## src/design/slseq_pkg.sv

```systemverilog
// Purpose: constants shared by the status lamp sequencer
// Assumes: 100 MHz clock
// Notes:   flash lengths are plain defaults, shortened in simulation via parameters
package slseq_pkg;
  localparam int unsigned CLK_HZ          = 100_000_000;
  localparam int unsigned SHORT_FLASH_MS  = 200;
  localparam int unsigned LONG_FLASH_MS   = 600;
  localparam int unsigned UPDATE_LIMIT_S  = 120;
  localparam int unsigned SHORT_CYC       = SHORT_FLASH_MS * (CLK_HZ / 1000);
  localparam int unsigned LONG_CYC        = LONG_FLASH_MS * (CLK_HZ / 1000);
  localparam longint unsigned UPDATE_CYC  = 64'(UPDATE_LIMIT_S) * 64'(CLK_HZ);
  localparam int unsigned SYNC_STAGES     = 3;
  localparam int unsigned CODE_W          = 4;
  localparam logic        RESTORE_SW_ON   = 1'b1;

  typedef enum logic [2:0] {
    SLSEQ_NORMAL,
    SLSEQ_SOS,
    SLSEQ_BOOT_ERR,
    SLSEQ_MAIN_ERR,
    SLSEQ_DOWNLOAD,
    SLSEQ_ACTIVATE
  } slseq_mode_t;

  // one step of a pattern: lamp lit or dark, short or long slot
  typedef enum logic [1:0] {
    SLSEQ_SLOT_SHORT,
    SLSEQ_SLOT_LONG,
    SLSEQ_SLOT_GAP
  } slseq_slot_t;
endpackage

```

## src/design/slseq_top.sv

```systemverilog
// Purpose: turns controller and module conditions into lamp drive
// Assumes: condition inputs are synchronous to clk_in except the socket switch
// Notes:   module lamp outputs are high while the lamp is lit
//
// Behaviour
// - normal controller: blue steady on, orange off.
// - system fault: orange flashes periodically, blue stays steady on.
// - firmware load failure: orange steady on, blue off.
// - during update both lamps steady; beyond two minutes flag failure.
// - normal module: blue, green and red all steady on.
// - patterns are made of short and long flashes.
// - restore enabled and stored configuration absent: show SOS.
// - stored module type differs from inserted type: show SOS.
// - new configuration received: also write it to socket store.
// - firmware download: module lamps flash download pattern.
// - activation: lamps flash one after another top to bottom.
// - after activation finishes the module restarts.
// - boot stage startup error: blue double flashes repeatedly.
// - main program stage startup error: blue single flashes repeatedly.
// - startup failure: red lamp flashes the error code.
// - socket switch 8 off enables restore mode, on disables.
`timescale 1ns/1ps
module slseq_top
  import slseq_pkg::*;
#(
  parameter int unsigned     SHORT_CYCLES  = SHORT_CYC,
  parameter int unsigned     LONG_CYCLES   = LONG_CYC,
  parameter longint unsigned UPDATE_CYCLES = UPDATE_CYC
) (
  // clock and reset
  input  wire logic              clk_in,
  input  wire logic              reset_n_in,
  // controller conditions
  input  wire logic              system_fault_in,
  input  wire logic              fw_load_fail_in,
  input  wire logic              fw_update_in,
  // module conditions
  input  wire logic              restore_switch_in,
  input  wire logic              stored_cfg_present_in,
  input  wire logic              type_mismatch_in,
  input  wire logic              new_cfg_in,
  input  wire logic              download_in,
  input  wire logic              activate_in,
  input  wire logic              activate_done_in,
  input  wire logic              boot_stage_err_in,
  input  wire logic              main_program_stage_err_in,
  input  wire logic [CODE_W-1:0] error_code_in,
  // controller lamps
  output logic                   blue_status_lamp_out,
  output logic                   orange_fault_lamp_out,
  output logic                   update_failed_out,
  // module lamps
  output logic                   blue_module_lamp_out,
  output logic                   green_middle_lamp_out,
  output logic                   red_code_lamp_out,
  // socket store and restart
  output logic                   store_write_out,
  output logic                   restart_out,
  output logic                   restore_enabled_out
);

  // refused at elaboration: a slot counter cannot time a slot shorter than two cycles
  if (SHORT_CYCLES < 2 || LONG_CYCLES <= SHORT_CYCLES || UPDATE_CYCLES < 2) begin : g_bad_len
    $error("slseq_top: flash lengths must satisfy 2 <= short < long");
  end

  localparam int unsigned CNT_W = $clog2(LONG_CYCLES + 1);

  // socket switch comes from a pin: three flops, change taken when last two agree
  logic [SYNC_STAGES-1:0] sw_sync;
  logic                   sw_level;
  always_ff @(posedge clk_in) begin
    // reset to the ON level so release does not fake a switch change to OFF
    if (!reset_n_in) begin
      sw_sync <= {SYNC_STAGES{RESTORE_SW_ON}};
    end else begin
      sw_sync <= {sw_sync[SYNC_STAGES-2:0], restore_switch_in};
    end
  end
  always_ff @(posedge clk_in) begin
    if (!reset_n_in) begin
      sw_level <= RESTORE_SW_ON;
    end else if (sw_sync[2] == sw_sync[1]) begin
      sw_level <= sw_sync[1];
    end
  end
  wire restore_en = (sw_level != RESTORE_SW_ON);

  // mode selection: any error pattern outranks any progress pattern
  slseq_mode_t mode;
  slseq_mode_t next_mode;
  always_comb begin
    if ((restore_en && !stored_cfg_present_in) || type_mismatch_in) begin
      next_mode = SLSEQ_SOS;
    end else if (boot_stage_err_in) begin
      next_mode = SLSEQ_BOOT_ERR;
    end else if (main_program_stage_err_in) begin
      next_mode = SLSEQ_MAIN_ERR;
    end else if (activate_in) begin
      next_mode = SLSEQ_ACTIVATE;
    end else if (download_in) begin
      next_mode = SLSEQ_DOWNLOAD;
    end else begin
      next_mode = SLSEQ_NORMAL;
    end
  end
  always_ff @(posedge clk_in) begin
    if (!reset_n_in) begin
      mode <= SLSEQ_NORMAL;
    end else begin
      mode <= next_mode;
    end
  end
  wire mode_change = (next_mode != mode);

  // step sequencer: each pattern is a list of lit/dark slots of short or long length
  logic [CNT_W-1:0] slot_cnt;
  logic [4:0]       step;
  logic [2:0]       lamps;     // {blue, green, red} for this step
  slseq_slot_t      slot_len;
  logic             last_step;

  function automatic logic [CNT_W-1:0] slot_cycles(input slseq_slot_t s);
    case (s)
      SLSEQ_SLOT_LONG: slot_cycles = CNT_W'(LONG_CYCLES);
      default:         slot_cycles = CNT_W'(SHORT_CYCLES);
    endcase
  endfunction

  // sos: three short, three long, three short, then a long pause
  always_comb begin
    lamps     = 3'b000;
    slot_len  = SLSEQ_SLOT_SHORT;
    last_step = 1'b0;
    case (mode)
      SLSEQ_SOS: begin
        lamps     = step[0] ? 3'b000 : 3'b111;
        slot_len  = (step >= 5'd6 && step < 5'd12 && !step[0]) ? SLSEQ_SLOT_LONG
                                                                 : SLSEQ_SLOT_SHORT;
        if (step == 5'd18) begin
          lamps    = 3'b000;
          slot_len = SLSEQ_SLOT_LONG;
        end
        last_step = (step == 5'd18);
      end
      SLSEQ_DOWNLOAD: begin
        lamps     = step[0] ? 3'b000 : 3'b111;
        last_step = (step == 5'd1);
      end
      SLSEQ_ACTIVATE: begin
        case (step)
          5'd0:    lamps = 3'b100;
          5'd1:    lamps = 3'b010;
          5'd2:    lamps = 3'b001;
          default: lamps = 3'b000;
        endcase
        last_step = (step == 5'd3);
      end
      SLSEQ_BOOT_ERR: begin
        lamps     = (step == 5'd0 || step == 5'd2) ? 3'b100 : 3'b000;
        slot_len  = (step == 5'd3) ? SLSEQ_SLOT_LONG : SLSEQ_SLOT_SHORT;
        last_step = (step == 5'd3);
      end
      SLSEQ_MAIN_ERR: begin
        lamps     = (step == 5'd0) ? 3'b100 : 3'b000;
        slot_len  = (step == 5'd1) ? SLSEQ_SLOT_LONG : SLSEQ_SLOT_SHORT;
        last_step = (step == 5'd1);
      end
      default: begin
        lamps     = 3'b111;
        last_step = 1'b1;
      end
    endcase
  end

  wire slot_end = (slot_cnt >= slot_cycles(slot_len) - CNT_W'(1));
  always_ff @(posedge clk_in) begin
    if (!reset_n_in || mode_change) begin
      slot_cnt <= '0;
      step     <= '0;
    end else if (slot_end) begin
      slot_cnt <= '0;
      step     <= last_step ? 5'd0 : step + 5'd1;
    end else begin
      slot_cnt <= slot_cnt + CNT_W'(1);
    end
  end

  // red error code: code value short flashes, then a long pause
  logic [CNT_W-1:0]  code_cnt;
  logic [CODE_W:0]   code_step;
  logic [CODE_W-1:0] code_hold;
  wire startup_err  = (mode == SLSEQ_BOOT_ERR) || (mode == SLSEQ_MAIN_ERR);
  wire code_pause   = (code_step >= {code_hold, 1'b0});
  wire code_end     = (code_cnt >= (code_pause ? CNT_W'(LONG_CYCLES) : CNT_W'(SHORT_CYCLES))
                       - CNT_W'(1));
  always_ff @(posedge clk_in) begin
    if (!reset_n_in || mode_change) begin
      code_cnt  <= '0;
      code_step <= '0;
      code_hold <= '0;
    end else if (code_end) begin
      code_cnt <= '0;
      if (code_pause) begin
        code_step <= '0;
        code_hold <= error_code_in;
      end else begin
        code_step <= code_step + (CODE_W+1)'(1);
      end
    end else begin
      code_cnt <= code_cnt + CNT_W'(1);
    end
  end
  wire code_lit = !code_pause && !code_step[0];

  // module lamp drive
  always_ff @(posedge clk_in) begin
    if (!reset_n_in) begin
      blue_module_lamp_out  <= 1'b0;
      green_middle_lamp_out <= 1'b0;
      red_code_lamp_out     <= 1'b0;
    end else begin
      blue_module_lamp_out  <= lamps[2];
      green_middle_lamp_out <= lamps[1];
      red_code_lamp_out     <= startup_err ? code_lit : lamps[0];
    end
  end

  // controller lamps: fault flash is a plain short on/off blink
  logic [CNT_W-1:0] blink_cnt;
  logic             blink;
  always_ff @(posedge clk_in) begin
    if (!reset_n_in) begin
      blink_cnt <= '0;
      blink     <= 1'b1;
    end else if (blink_cnt >= CNT_W'(SHORT_CYCLES) - CNT_W'(1)) begin
      blink_cnt <= '0;
      blink     <= !blink;
    end else begin
      blink_cnt <= blink_cnt + CNT_W'(1);
    end
  end

  // update watchdog, counter saturates so the failure flag stays up
  localparam int unsigned UPD_W = $clog2(UPDATE_CYCLES + 1);
  logic [UPD_W-1:0] upd_cnt;
  always_ff @(posedge clk_in) begin
    if (!reset_n_in || !fw_update_in) begin
      upd_cnt <= '0;
    end else if (upd_cnt < UPD_W'(UPDATE_CYCLES)) begin
      upd_cnt <= upd_cnt + UPD_W'(1);
    end
  end
  always_ff @(posedge clk_in) begin
    if (!reset_n_in) begin
      update_failed_out <= 1'b0;
    end else begin
      update_failed_out <= fw_update_in && (upd_cnt >= UPD_W'(UPDATE_CYCLES));
    end
  end

  // load failure outranks update, which outranks a running fault
  always_ff @(posedge clk_in) begin
    if (!reset_n_in) begin
      blue_status_lamp_out  <= 1'b0;
      orange_fault_lamp_out <= 1'b0;
    end else if (fw_load_fail_in) begin
      blue_status_lamp_out  <= 1'b0;
      orange_fault_lamp_out <= 1'b1;
    end else if (fw_update_in) begin
      blue_status_lamp_out  <= 1'b1;
      orange_fault_lamp_out <= 1'b1;
    end else if (system_fault_in) begin
      blue_status_lamp_out  <= 1'b1;
      orange_fault_lamp_out <= blink;
    end else begin
      blue_status_lamp_out  <= 1'b1;
      orange_fault_lamp_out <= 1'b0;
    end
  end

  // store write echo of new_cfg_in and restart pulse
  logic act_done_d;
  always_ff @(posedge clk_in) begin
    if (!reset_n_in) begin
      store_write_out     <= 1'b0;
      restart_out         <= 1'b0;
      act_done_d          <= 1'b0;
      restore_enabled_out <= 1'b0;
    end else begin
      store_write_out     <= new_cfg_in;
      act_done_d          <= activate_done_in;
      restart_out         <= activate_done_in && !act_done_d;
      restore_enabled_out <= restore_en;
    end
  end

endmodule
```

## config.mk

```make
export PLATFORM = sky130hd
export DESIGN_NAME = slseq_top
export DESIGN_NICKNAME = d
export VERILOG_FILES = /design/src/design/slseq_pkg.sv /design/src/design/slseq_top.sv
export SDC_FILE = /design/constraint.sdc
export NUM_CORES = 1
export LEC_CHECK = 0
export BUFFER_PORTS_ARGS = -buffer_cell sky130_fd_sc_hd__buf_2
export CORE_MARGIN = 2
export CORE_UTILIZATION = 40
export DETAILED_ROUTE_END_ITERATION = 8
export REMOVE_ABC_BUFFERS = 1
export SLEW_MARGIN = 10
export SYNTH_ARGS = -nofsm -noshare
export SYNTH_HDL_FRONTEND = slang
export SYNTH_SLANG_ARGS = --single-unit
export TNS_END_PERCENT = 30
```

## constraint.sdc

```tcl
create_clock -name clk_in -period 11.43 [get_ports clk_in]
set_clock_uncertainty 0.2 [all_clocks]
set_input_delay 2.286 -clock clk_in [delete_from_list [all_inputs] [get_ports clk_in]]
set_output_delay 2.286 -clock clk_in [all_outputs]
set_load 0.03 [all_outputs]
```

=== Word-level counts from Yosys, hierarchy flattened ===
Cells that the tools add are included.

* Muxes and demuxes: 26
* Multiply operators: 0
* Divide/modulo/power cells: 0
* Add/subtract/negate cells: 8
* Reduce and logical (&&, ||, !) cells: 26
* Equal/unequal tests: 12
* Bitwise gates (word level): 2
* Shift-type cells: 0
* Order comparisons: 8

{| class="wikitable"
|+ Operators by type and width
! cell !! count
|-
| adder 26 x 1 -> 26 bit, second input constant || 3
|-
| greater-or-equal comparator 26 bit || 2
|-
| 2-to-1 mux 26 bit || 2
|-
| subtractor 26 x 1 -> 26 bit, second input constant || 2
|-
| adder 34 x 1 -> 34 bit, second input constant || 1
|-
| greater-or-equal comparator 34 bit, second input constant || 1
|-
| < comparator 34 bit, second input constant || 1
|-
| 2-to-1 mux 3 bit || 9
|-
| greater-or-equal comparator 26 x 25 -> 1 bit, second input constant || 1
|-
| case mux 3 bit (5 select lines) || 1
|-
| adder 5 x 1 -> 5 bit, second input constant || 2
|-
| == test 5 x 2 -> 1 bit, second input constant || 2
|-
| 2-to-1 mux 5 bit || 2
|-
| OR reduction 2 bit || 5
|-
| 2-to-1 mux 1 bit || 9
|-
| case mux 3 bit (3 select lines) || 1
|-
| zero test 1 bit || 8
|-
| == test 3 x 2 -> 1 bit, second input constant || 2
|-
| == test 3 bit, second input constant || 2
|-
| logical AND 1 bit || 6
|-
| case mux 1 bit (3 select lines) || 2
|-
| == test 5 x 1 -> 1 bit, second input constant || 1
|-
| == test 5 bit, second input constant || 1
|-
| greater-or-equal comparator 5 x 3 -> 1 bit, second input constant || 1
|-
| other kinds (10) || 15
|}

* Latch bits: 0
* ROM bits: 0
* Memories kept: 0
* Bits in registers: 144
* Memory bits (writable): 0
* Word-level logic and storage cells: 103
* Bits of input ports: 18

=== Longest topological paths before layout ===
Gate-level depths: netlist of run 1.

* Word-level depth: 11
* Mapped depth: 17

=== Worst setup path after synthesis of run 1 ===
Ideal clock, no wire load.

* Path kind: input to register
* Start point: input port boot_stage_err_in
* End point: register slot_cnt[17]
* Library setup time: 0.117 ns
* Stages: 8
* Path buffers: 2
* Setup slack: 7.434 ns
* Arrival time: 3.679 ns
* Required time: 11.113 ns
* Cell sequence: nor2_1 > or2_2 > a21oi_1 > o211ai_1 > or2_1 > buf_2 > buf_2 > nor2_1

* Longest elaborated chain between the ends: 5

{| class="wikitable"
|+ Ends and longest elaborated chain
! item !! RTL line !! RTL
|-
| start: declaration || slseq_top.sv:45 || <nowiki>input wire logic boot_stage_err_in,</nowiki>
|-
| 2-to-1 mux 3 bit || slseq_top.sv:95 || <nowiki>end else if (boot_stage_err_in) begin</nowiki>
|-
| 2-to-1 mux 3 bit || slseq_top.sv:93 || <nowiki>if ((restore_en && !stored_cfg_present_in) || type_mismatch_in) begin</nowiki>
|-
| != test 3 bit || slseq_top.sv:114 || <nowiki>wire mode_change = (next_mode != mode);</nowiki>
|-
| logical OR 1 bit || slseq_top.sv:178 || <nowiki>if (!reset_n_in || mode_change) begin</nowiki>
|-
| OR reduction 2 bit (no line) || -- ||
|-
| end signal: assignment || slseq_top.sv:185 || <nowiki>slot_cnt <= slot_cnt + CNT_W'(1);</nowiki>
|-
| end: declaration || slseq_top.sv:117 || <nowiki>logic [CNT_W-1:0] slot_cnt;</nowiki>
|}

No other way between the ends.
A chain may end at the register's enable or synchronous reset.

=== Final worst setup path of run 1 ===
* Start point: register step[0]
* End point: register step[0]

* Longest elaborated chain between the ends: 10
* Elaborated cells on any way between the ends: 20
* Those cells by class: 2 x add/sub; 3 x order compare; 4 x eq/ne; 8 x mux; 3 x reduce/logical

{| class="wikitable"
|+ Ends and longest elaborated chain
! item !! RTL line !! RTL
|-
| start: declaration || slseq_top.sv:118 || <nowiki>logic [4:0] step;</nowiki>
|-
| start signal: assignment || slseq_top.sv:183 || <nowiki>step <= last_step ? 5'd0 : step + 5'd1;</nowiki>
|-
| greater-or-equal comparator 5 x 3 -> 1 bit / < comparator 5 x 4 -> 1 bit (equally long branches) || slseq_top.sv:138 || <nowiki>slot_len = (step >= 5'd6 && step < 5'd12 && !step[0]) ? SLSEQ_SLOT_LONG</nowiki>
|-
| logical AND 1 bit (2 in a row) || slseq_top.sv:138 ||
|-
| 2-to-1 mux 1 bit || slseq_top.sv:138 ||
|-
| 2-to-1 mux 1 bit || slseq_top.sv:140 || <nowiki>if (step == 5'd18) begin</nowiki>
|-
| case mux 1 bit (3 select lines) || slseq_top.sv:135 || <nowiki>case (mode)</nowiki>
|-
| == test 2 x 1 -> 1 bit || slseq_top.sv:124 || <nowiki>case (s)</nowiki>
|-
| 2-to-1 mux 26 bit || slseq_top.sv:124 ||
|-
| subtractor 26 x 1 -> 26 bit || slseq_top.sv:176 || <nowiki>wire slot_end = (slot_cnt >= slot_cycles(slot_len) - CNT_W'(1));</nowiki>
|-
| greater-or-equal comparator 26 bit || slseq_top.sv:176 ||
|}

Several ways; a longest one is shown, not always the timed one.

==> results.md, run 1 <==
- Status: finished clean
- Total GRT Usage: 0.157
- Root Driver: clkbuf_16
- TritonCTS clock tree: built
- DR WL/cell: 12.7 um
- Number of global-route vias before repair: approximately 5,200
- Clock network fraction of design power: 0.481
- HPWL Detailed: 9360 um
- Setup TNS: 0 ps
- First-pass GRT wire length: 23,700 um
- Rel. slew slack: 0.390
- Gr ovfl total: 0
- Switching Fraction: 0.214
- Period minus WS final: approximately 4400 ps
- Synth warn: 0
- Area contributors post-synth: dfxtp_1, nor2_1, xor2_1
- Layout area overhead: 12.0%
- Final GP Congestion: between 0.7 and 0.8
- Die W: roughly 140 um
- Placed insts: between 1,000 and 1,500
- Sequential fraction of the synthesis area: 0.411
- Final hold vios: 0
- Post-synth top cells: nor2_1, dfxtp_1, nand2_1, xor2_1, nand3_1
- Critical Path RT: 11,490 ps
- Layout net count: 892
- Tcrit/Tclk final: 0.384
- Max_cap viols: 0
- Ys flop type: dfxtp_1
- WS Path Type: register to register
- LEAKAGE: approximately 0.0027 uW
- Die Footprint: ~19,000 um2
- Unrepaired setup endpoints after global routing: no
- Capturing point of the worst reg2reg path: step[0]$_SDFFE_PP0P_
- Worst hold path depth: 1
- Slew Limit Fails: 0
- FILL cells: ~1,700
- Worst Hold Endpoint: restart_out$_SDFF_PN0_
- R2r setup slk: 7040 ps
- Pwr Density: around 130 nW/um2
- Post-synth EDFFs: 0
- Comb power frac: 0.030
- Drt total wl: roughly 14,000 um
- Diode count: 0
- Synth unique cells: 67
- CP Max Fanout: 27
- Antenna-violating nets left: 0
- Cell Int Power: just over 800 uW
- I/O pin count: 27
- Reg clk slew, reported paths: about 60 ps
- Reg2reg path depth: 14
- Row count: 48
- Initial antenna violation count: 0
- Worst-margin pin slew: between 900 and 1000 ps
- CTS sink cnt: roughly 140
- Die span in y: about 140 um
- Max clock buf depth: 2
- TritonCTS buffer count: 17
- Multi-input logic area: about 3900 um2
- Placed cell areas: around 7300 um2
- Core area: approximately 17,000 um2
- Maximum vdd drop: roughly 0.12 mV
- Type of origin of the critical path: register
- Share of power burned in registers: 0.489
- Vias per cell: 5.06
- Pin count of the biggest net entering global routing: 36
- Hold Slack: around 180 ps
- Post-CTS Setup Bufs: 0
- IO Port Bufs: 26
- Util after Layout: 0.456
- Worst skew pair latency: around 420 ps
- Via count: ~5,500
- Drt first pass iters: 4
- Async SR Flop Fraction: 0
- CTS Hold Bufs: 0
- Hold_sp: act_done_d$_SDFF_PN0_
- Max Freq: ~0.23 GHz
- Yosys top cell area share: 0.411
- Crit path DAT: ~4500 ps
- Register Area: 2880 um2
- DR iter-0 viols: roughly 270
- Crit Reg-Reg Startpoint: step[0]$_SDFFE_PP0P_
- Most frequent cell after synthesis: nor2_1
- Share of cells above drive strength 1: 0.0845
- Final setup vio count: 0
- Cell Area, Synth: between 7000 and 8000 um2
- Final Cell Area: approximately 7900 um2
- Post-Synthesis Cells: 820
- Hold crit path type: register to register
- Resized cells post-CTS: 0
- Syn Area/Cell: 8.56 um2
- CP Capture Type: register
- DR DRC count: 0
- Area leader, netlist: dfxtp_1
- H-tree depth: 4
- Post-Layout Cell Count: about 1,100
- Synth Register Bits: ~140
- Initial Utilization: 0.407
- Psw: about 220 uW
-- worst max path at each step --
stage / from / end / slack, ps / cells after the start
2_1_floorplan: boot_stage_err_in / step[0]$_SDFFE_PP0P_ / 7270 / 6
3_5_place_dp: boot_stage_err_in / step[0]$_SDFFE_PP0P_ / 6560 / 7
6_report: step[0]$_SDFFE_PP0P_ / step[0]$_SDFFE_PP0P_ / 7040 / 14
4_1_cts: boot_stage_err_in / step[0]$_SDFFE_PP0P_ / 7000 / 7
5_1_grt: step[0]$_SDFFE_PP0P_ / step[0]$_SDFFE_PP0P_ / 6510 / 14
3_3_place_gp: boot_stage_err_in / step[0]$_SDFFE_PP0P_ / 6630 / 7
-- cell type report --
cell class,instances,area share
Clock buffer,21,0.0586
Clock inverter,7,0.00828
Inverter,23,0.0110
Multi-Input combinational cell,630,0.502
Sequential cell,144,0.367
Tap cell,225,0.0358
Timing Repair Buffer,27,0.0175
-- layout by cell type, fill, tap and decap left out, types with 16 or more instances in the layout --
cell / instances
a21oi_1: 23
nand3_1: 51
buf_2: 26
xnor2_1: 39
o21ai_0: 22
inv_1: 23
nor2_1: 148
clkbuf_16: 17
nand2_1: 60
xor2_1: 60
nor4_1: 16
ha_1: 31
nand4_1: 25
dfxtp_1: 144
nor3_1: 21
-- flip-flops by register name, indices dropped and copies added, names as in the netlist, 3 cells and up --
signal and count:
upd_cnt 34, blink_cnt 26, code_cnt 26, slot_cnt 26, code_step 5, step 5, code_hold 4, mode 3
sw_sync 3
-- logic make-up (layout without fill, tap and decap cells) --
logic type,count (synthesis),in the layout,share of synthesized area
other,1,1,0.000534
buffers and inverters,46,78,0.0271
DFF,144,144,0.411
adders and majority gates,31,31,0.0553
AOI/OAI and AO/OA,90,90,0.0925
xor gates and xnor gates,99,99,0.124
and+or+nand+nor,405,405,0.284
muxes,4,4,0.00588
-- layer usage --
| layer | vias to the layer above | track usage | routed length [um] |
|---|---|---|---|
| met5 | - | 0 | 0 |
| met4 | 0 | 0.0544 | 155 |
| met3 | 12 | 0.0354 | 361 |
| met2 | 53 | 0.255 | 6280 |
| met1 | 2496 | 0.205 | 6860 |
| li1 | 2893 | - | - |
-- stage by stage --
step | setup WS (ps) | total power [uW]
floorplan | 7270 | 540
global placement | 6630 | 554
detailed placement | 6560 | 554
CTS | 7000 | 1060
global route | 6510 | 1080
finish | 7040 | 1040
-- worst max-delay path, stage by stage (launching register included) --
cell	delay (ps)
dfxtp_1	360
inv_1	180
ha_1	240
nand4bb_1	180
o31a_1	150
nor3_1	130
a31oi_1	90
or2_2	380
ha_1	310
nand4b_1	110
nor4_1	320
nand3_1	120
o211ai_1	530
or2_1	790
o21ai_0	150
-- power groups by stage --
| stage | Combinational, uW | Sequential [uW] | Clock, uW |
|---|---|---|---|
| final | 30.9 | 511 | 502 |
| after global routing | 35.5 | 511 | 538 |
| after CTS | 31.8 | 511 | 519 |
| after detailed placement | 31.8 | 522 | 0 |
| after global placement | 31.5 | 522 | 0 |
| after floorplan | 15.9 | 524 | 0 |
No activity file was read; power rests on OpenSTA's default activity.
==> inputs of run 2 (changes only) <==
clock period = 3.8 ns   (was 11.43 ns; I/O delays follow)
==> results.md, run 2 (synthesis results as in run 1) <==
- Status: finished clean
- LEAKAGE: 0.00280 uW (+3.1%)
- Core area: 17,200 um2 (unchanged)
- Layout area overhead: 14.5%
- Root Driver: clkbuf_16
- Final setup vio count: 0 (unchanged)
- Max Freq: 0.288 GHz (+27%)
- DR WL/cell: 12.3 um (-3.3%)
- Unrepaired setup endpoints after global routing: no
- Setup TNS: 0 ps (unchanged)
- CP Max Fanout: 9 (-67%)
- Crit path DAT: 3600 ps (-860 ps)
- H-tree depth: 4 (unchanged)
- Initial antenna violation count: 0 (unchanged)
- TritonCTS clock tree: built
- Die W: 136 um (unchanged)
- Worst-margin pin slew: 937 ps (+21.6 ps)
- Critical Path RT: 3930 ps (-7560 ps)
- CP Capture Type: register
- Maximum vdd drop: 0.358 mV (+190%)
- First-pass GRT wire length: 23,100 um (-2.7%)
- CTS Hold Bufs: 0 (unchanged)
- Share of cells above drive strength 1: 0.104 (+0.0198)
- Resized cells post-CTS: 0 (unchanged)
- Worst Hold Endpoint: restart_out$_SDFF_PN0_
- Reg clk slew, reported paths: 60 ps (about the same)
- Reg2reg path depth: 14 (unchanged)
- Post-Layout Cell Count: 1,088 (+1.0%)
- Die Footprint: 18,600 um2 (unchanged)
- Initial Utilization: 0.407 (unchanged)
- Final GP Congestion: 0.794 (+1.9%)
- Slew Limit Fails: 0 (unchanged)
- I/O pin count: 27 (unchanged)
- Gr ovfl total: 0 (unchanged)
- Drt total wl: 13,300 um (-2.3%)
- Max clock buf depth: 2 (unchanged)
- R2r setup slk: 330 ps (-6710 ps)
- Max_cap viols: 0 (unchanged)
- DR iter-0 viols: 240 (-9.8%)
- Total GRT Usage: 0.153 (-0.00452)
- Via count: 5,501 (+0.86%)
- IO Port Bufs: 26 (unchanged)
- Pwr Density: 421 nW/um2 (+220%)
- Hold_sp: act_done_d$_SDFF_PN0_
- Worst skew pair latency: 420 ps (about the same)
- Post-CTS Setup Bufs: 0 (unchanged)
- Rel. slew slack: 0.369 (-0.0210)
- Drt first pass iters: 4 (unchanged)
- Period minus WS final: 3470 ps (-921 ps)
- Type of origin of the critical path: register
- HPWL Detailed: 9300 um (-0.62%)
- Antenna-violating nets left: 0 (unchanged)
- Die span in y: 136 um (unchanged)
- Vias per cell: 5.06 (-0.16%)
- Final hold vios: 0 (unchanged)
- Layout net count: 899 (+0.78%)
- Hold crit path type: register to register
- WS Path Type: register to register
- Most common cell after layout, fill and taps aside: nor2_1
- Number of global-route vias before repair: 5,049 (-2.0%)
- TritonCTS buffer count: 17 (unchanged)
- Tcrit/Tclk final: 0.914 (+0.530)
- Commonest non-fill, non-tap cells in the layout: nor2_1, dfxtp_1, nand2_1, xor2_1, nand3_1
- Capturing point of the worst reg2reg path: code_step[0]$_SDFFE_PP0P_
- Diode count: 0 (unchanged)
- Crit Reg-Reg Startpoint: code_step[1]$_SDFFE_PP0P_
- Pin count of the biggest net entering global routing: 36 (unchanged)
- Placed insts: 1,056 (+0.67%)
- DR DRC count: 0 (unchanged)
- Max reg flops: 34 (unchanged)
- Most flop-heavy register: upd_cnt
- CTS sink cnt: 144 (unchanged)
- Worst hold path depth: 1 (unchanged)
- Row count: 48 (unchanged)
[run 2: power by group]
group,internal [uW],total [uW],switching (uW)
clock network,1090,1750,654
registers,1520,1530,9.10
logic,34.1,101,66.6
total,2650,3380,730
[run 2: worst max-delay path by stage]
stage / endpoint / cells past startpoint / start
after global routing: code_step[2]$_SDFFE_PP0P_ / 14 / code_step[1]$_SDFFE_PP0P_
after detailed placement: code_step[2]$_SDFFE_PP0P_ / 14 / code_step[1]$_SDFFE_PP0P_
after floorplan: code_cnt[10]$_SDFF_PP0_ / 14 / code_step[1]$_SDFFE_PP0P_
after CTS: code_step[2]$_SDFFE_PP0P_ / 14 / code_step[1]$_SDFFE_PP0P_
after global placement: code_step[0]$_SDFFE_PP0P_ / 14 / code_step[1]$_SDFFE_PP0P_
final: code_step[0]$_SDFFE_PP0P_ / 14 / code_step[1]$_SDFFE_PP0P_
[run 2: critical path: stages (launching register included)]
cell	delay (ps)
dfxtp_1	370
inv_1	60
ha_1	280
nand2b_1	70
a21boi_0	80
o211a_1	240
or2_2	380
inv_2	140
ha_1	150
or4b_1	450
nor4_2	150
o211ai_1	170
and2_4	230
or3_1	310
a21oi_1	120
[run 2: final cells by class]
type                    count  area [um2]
inverters                  23        86.3
multi-input cells         630        3960
fillers                  1658        9200
clock inverters            11         153
clock buffers              21         470
repair buffers             34         203
flip-flops and latches    144        2880
well taps                 225         282
[run 2: per-stage QoR]
stage	instance area [um2]	setup WS (ps)	hold slack, ps	utilization	total power [uW]
after global routing	8040	6.46	207	0.466	3510
after global placement	7400	244	171	0.429	1670
after CTS	8020	92.0	185	0.465	3440
final	8040	327	180	0.466	3380
after detailed placement	7400	113	176	0.429	1670
after floorplan	6910	243	167	-	1630
[run 2: per-layer routing]
| layer | routed length [um] | vias up | track usage |
|---|---|---|---|
| li1 | - | 2906 | - |
| met1 | 6620 | 2539 | 0.196 |
| met2 | 6210 | 43 | 0.249 |
| met3 | 337 | 13 | 0.0365 |
| met4 | 169 | 0 | 0.0550 |
| met5 | 0 | - | 0 |
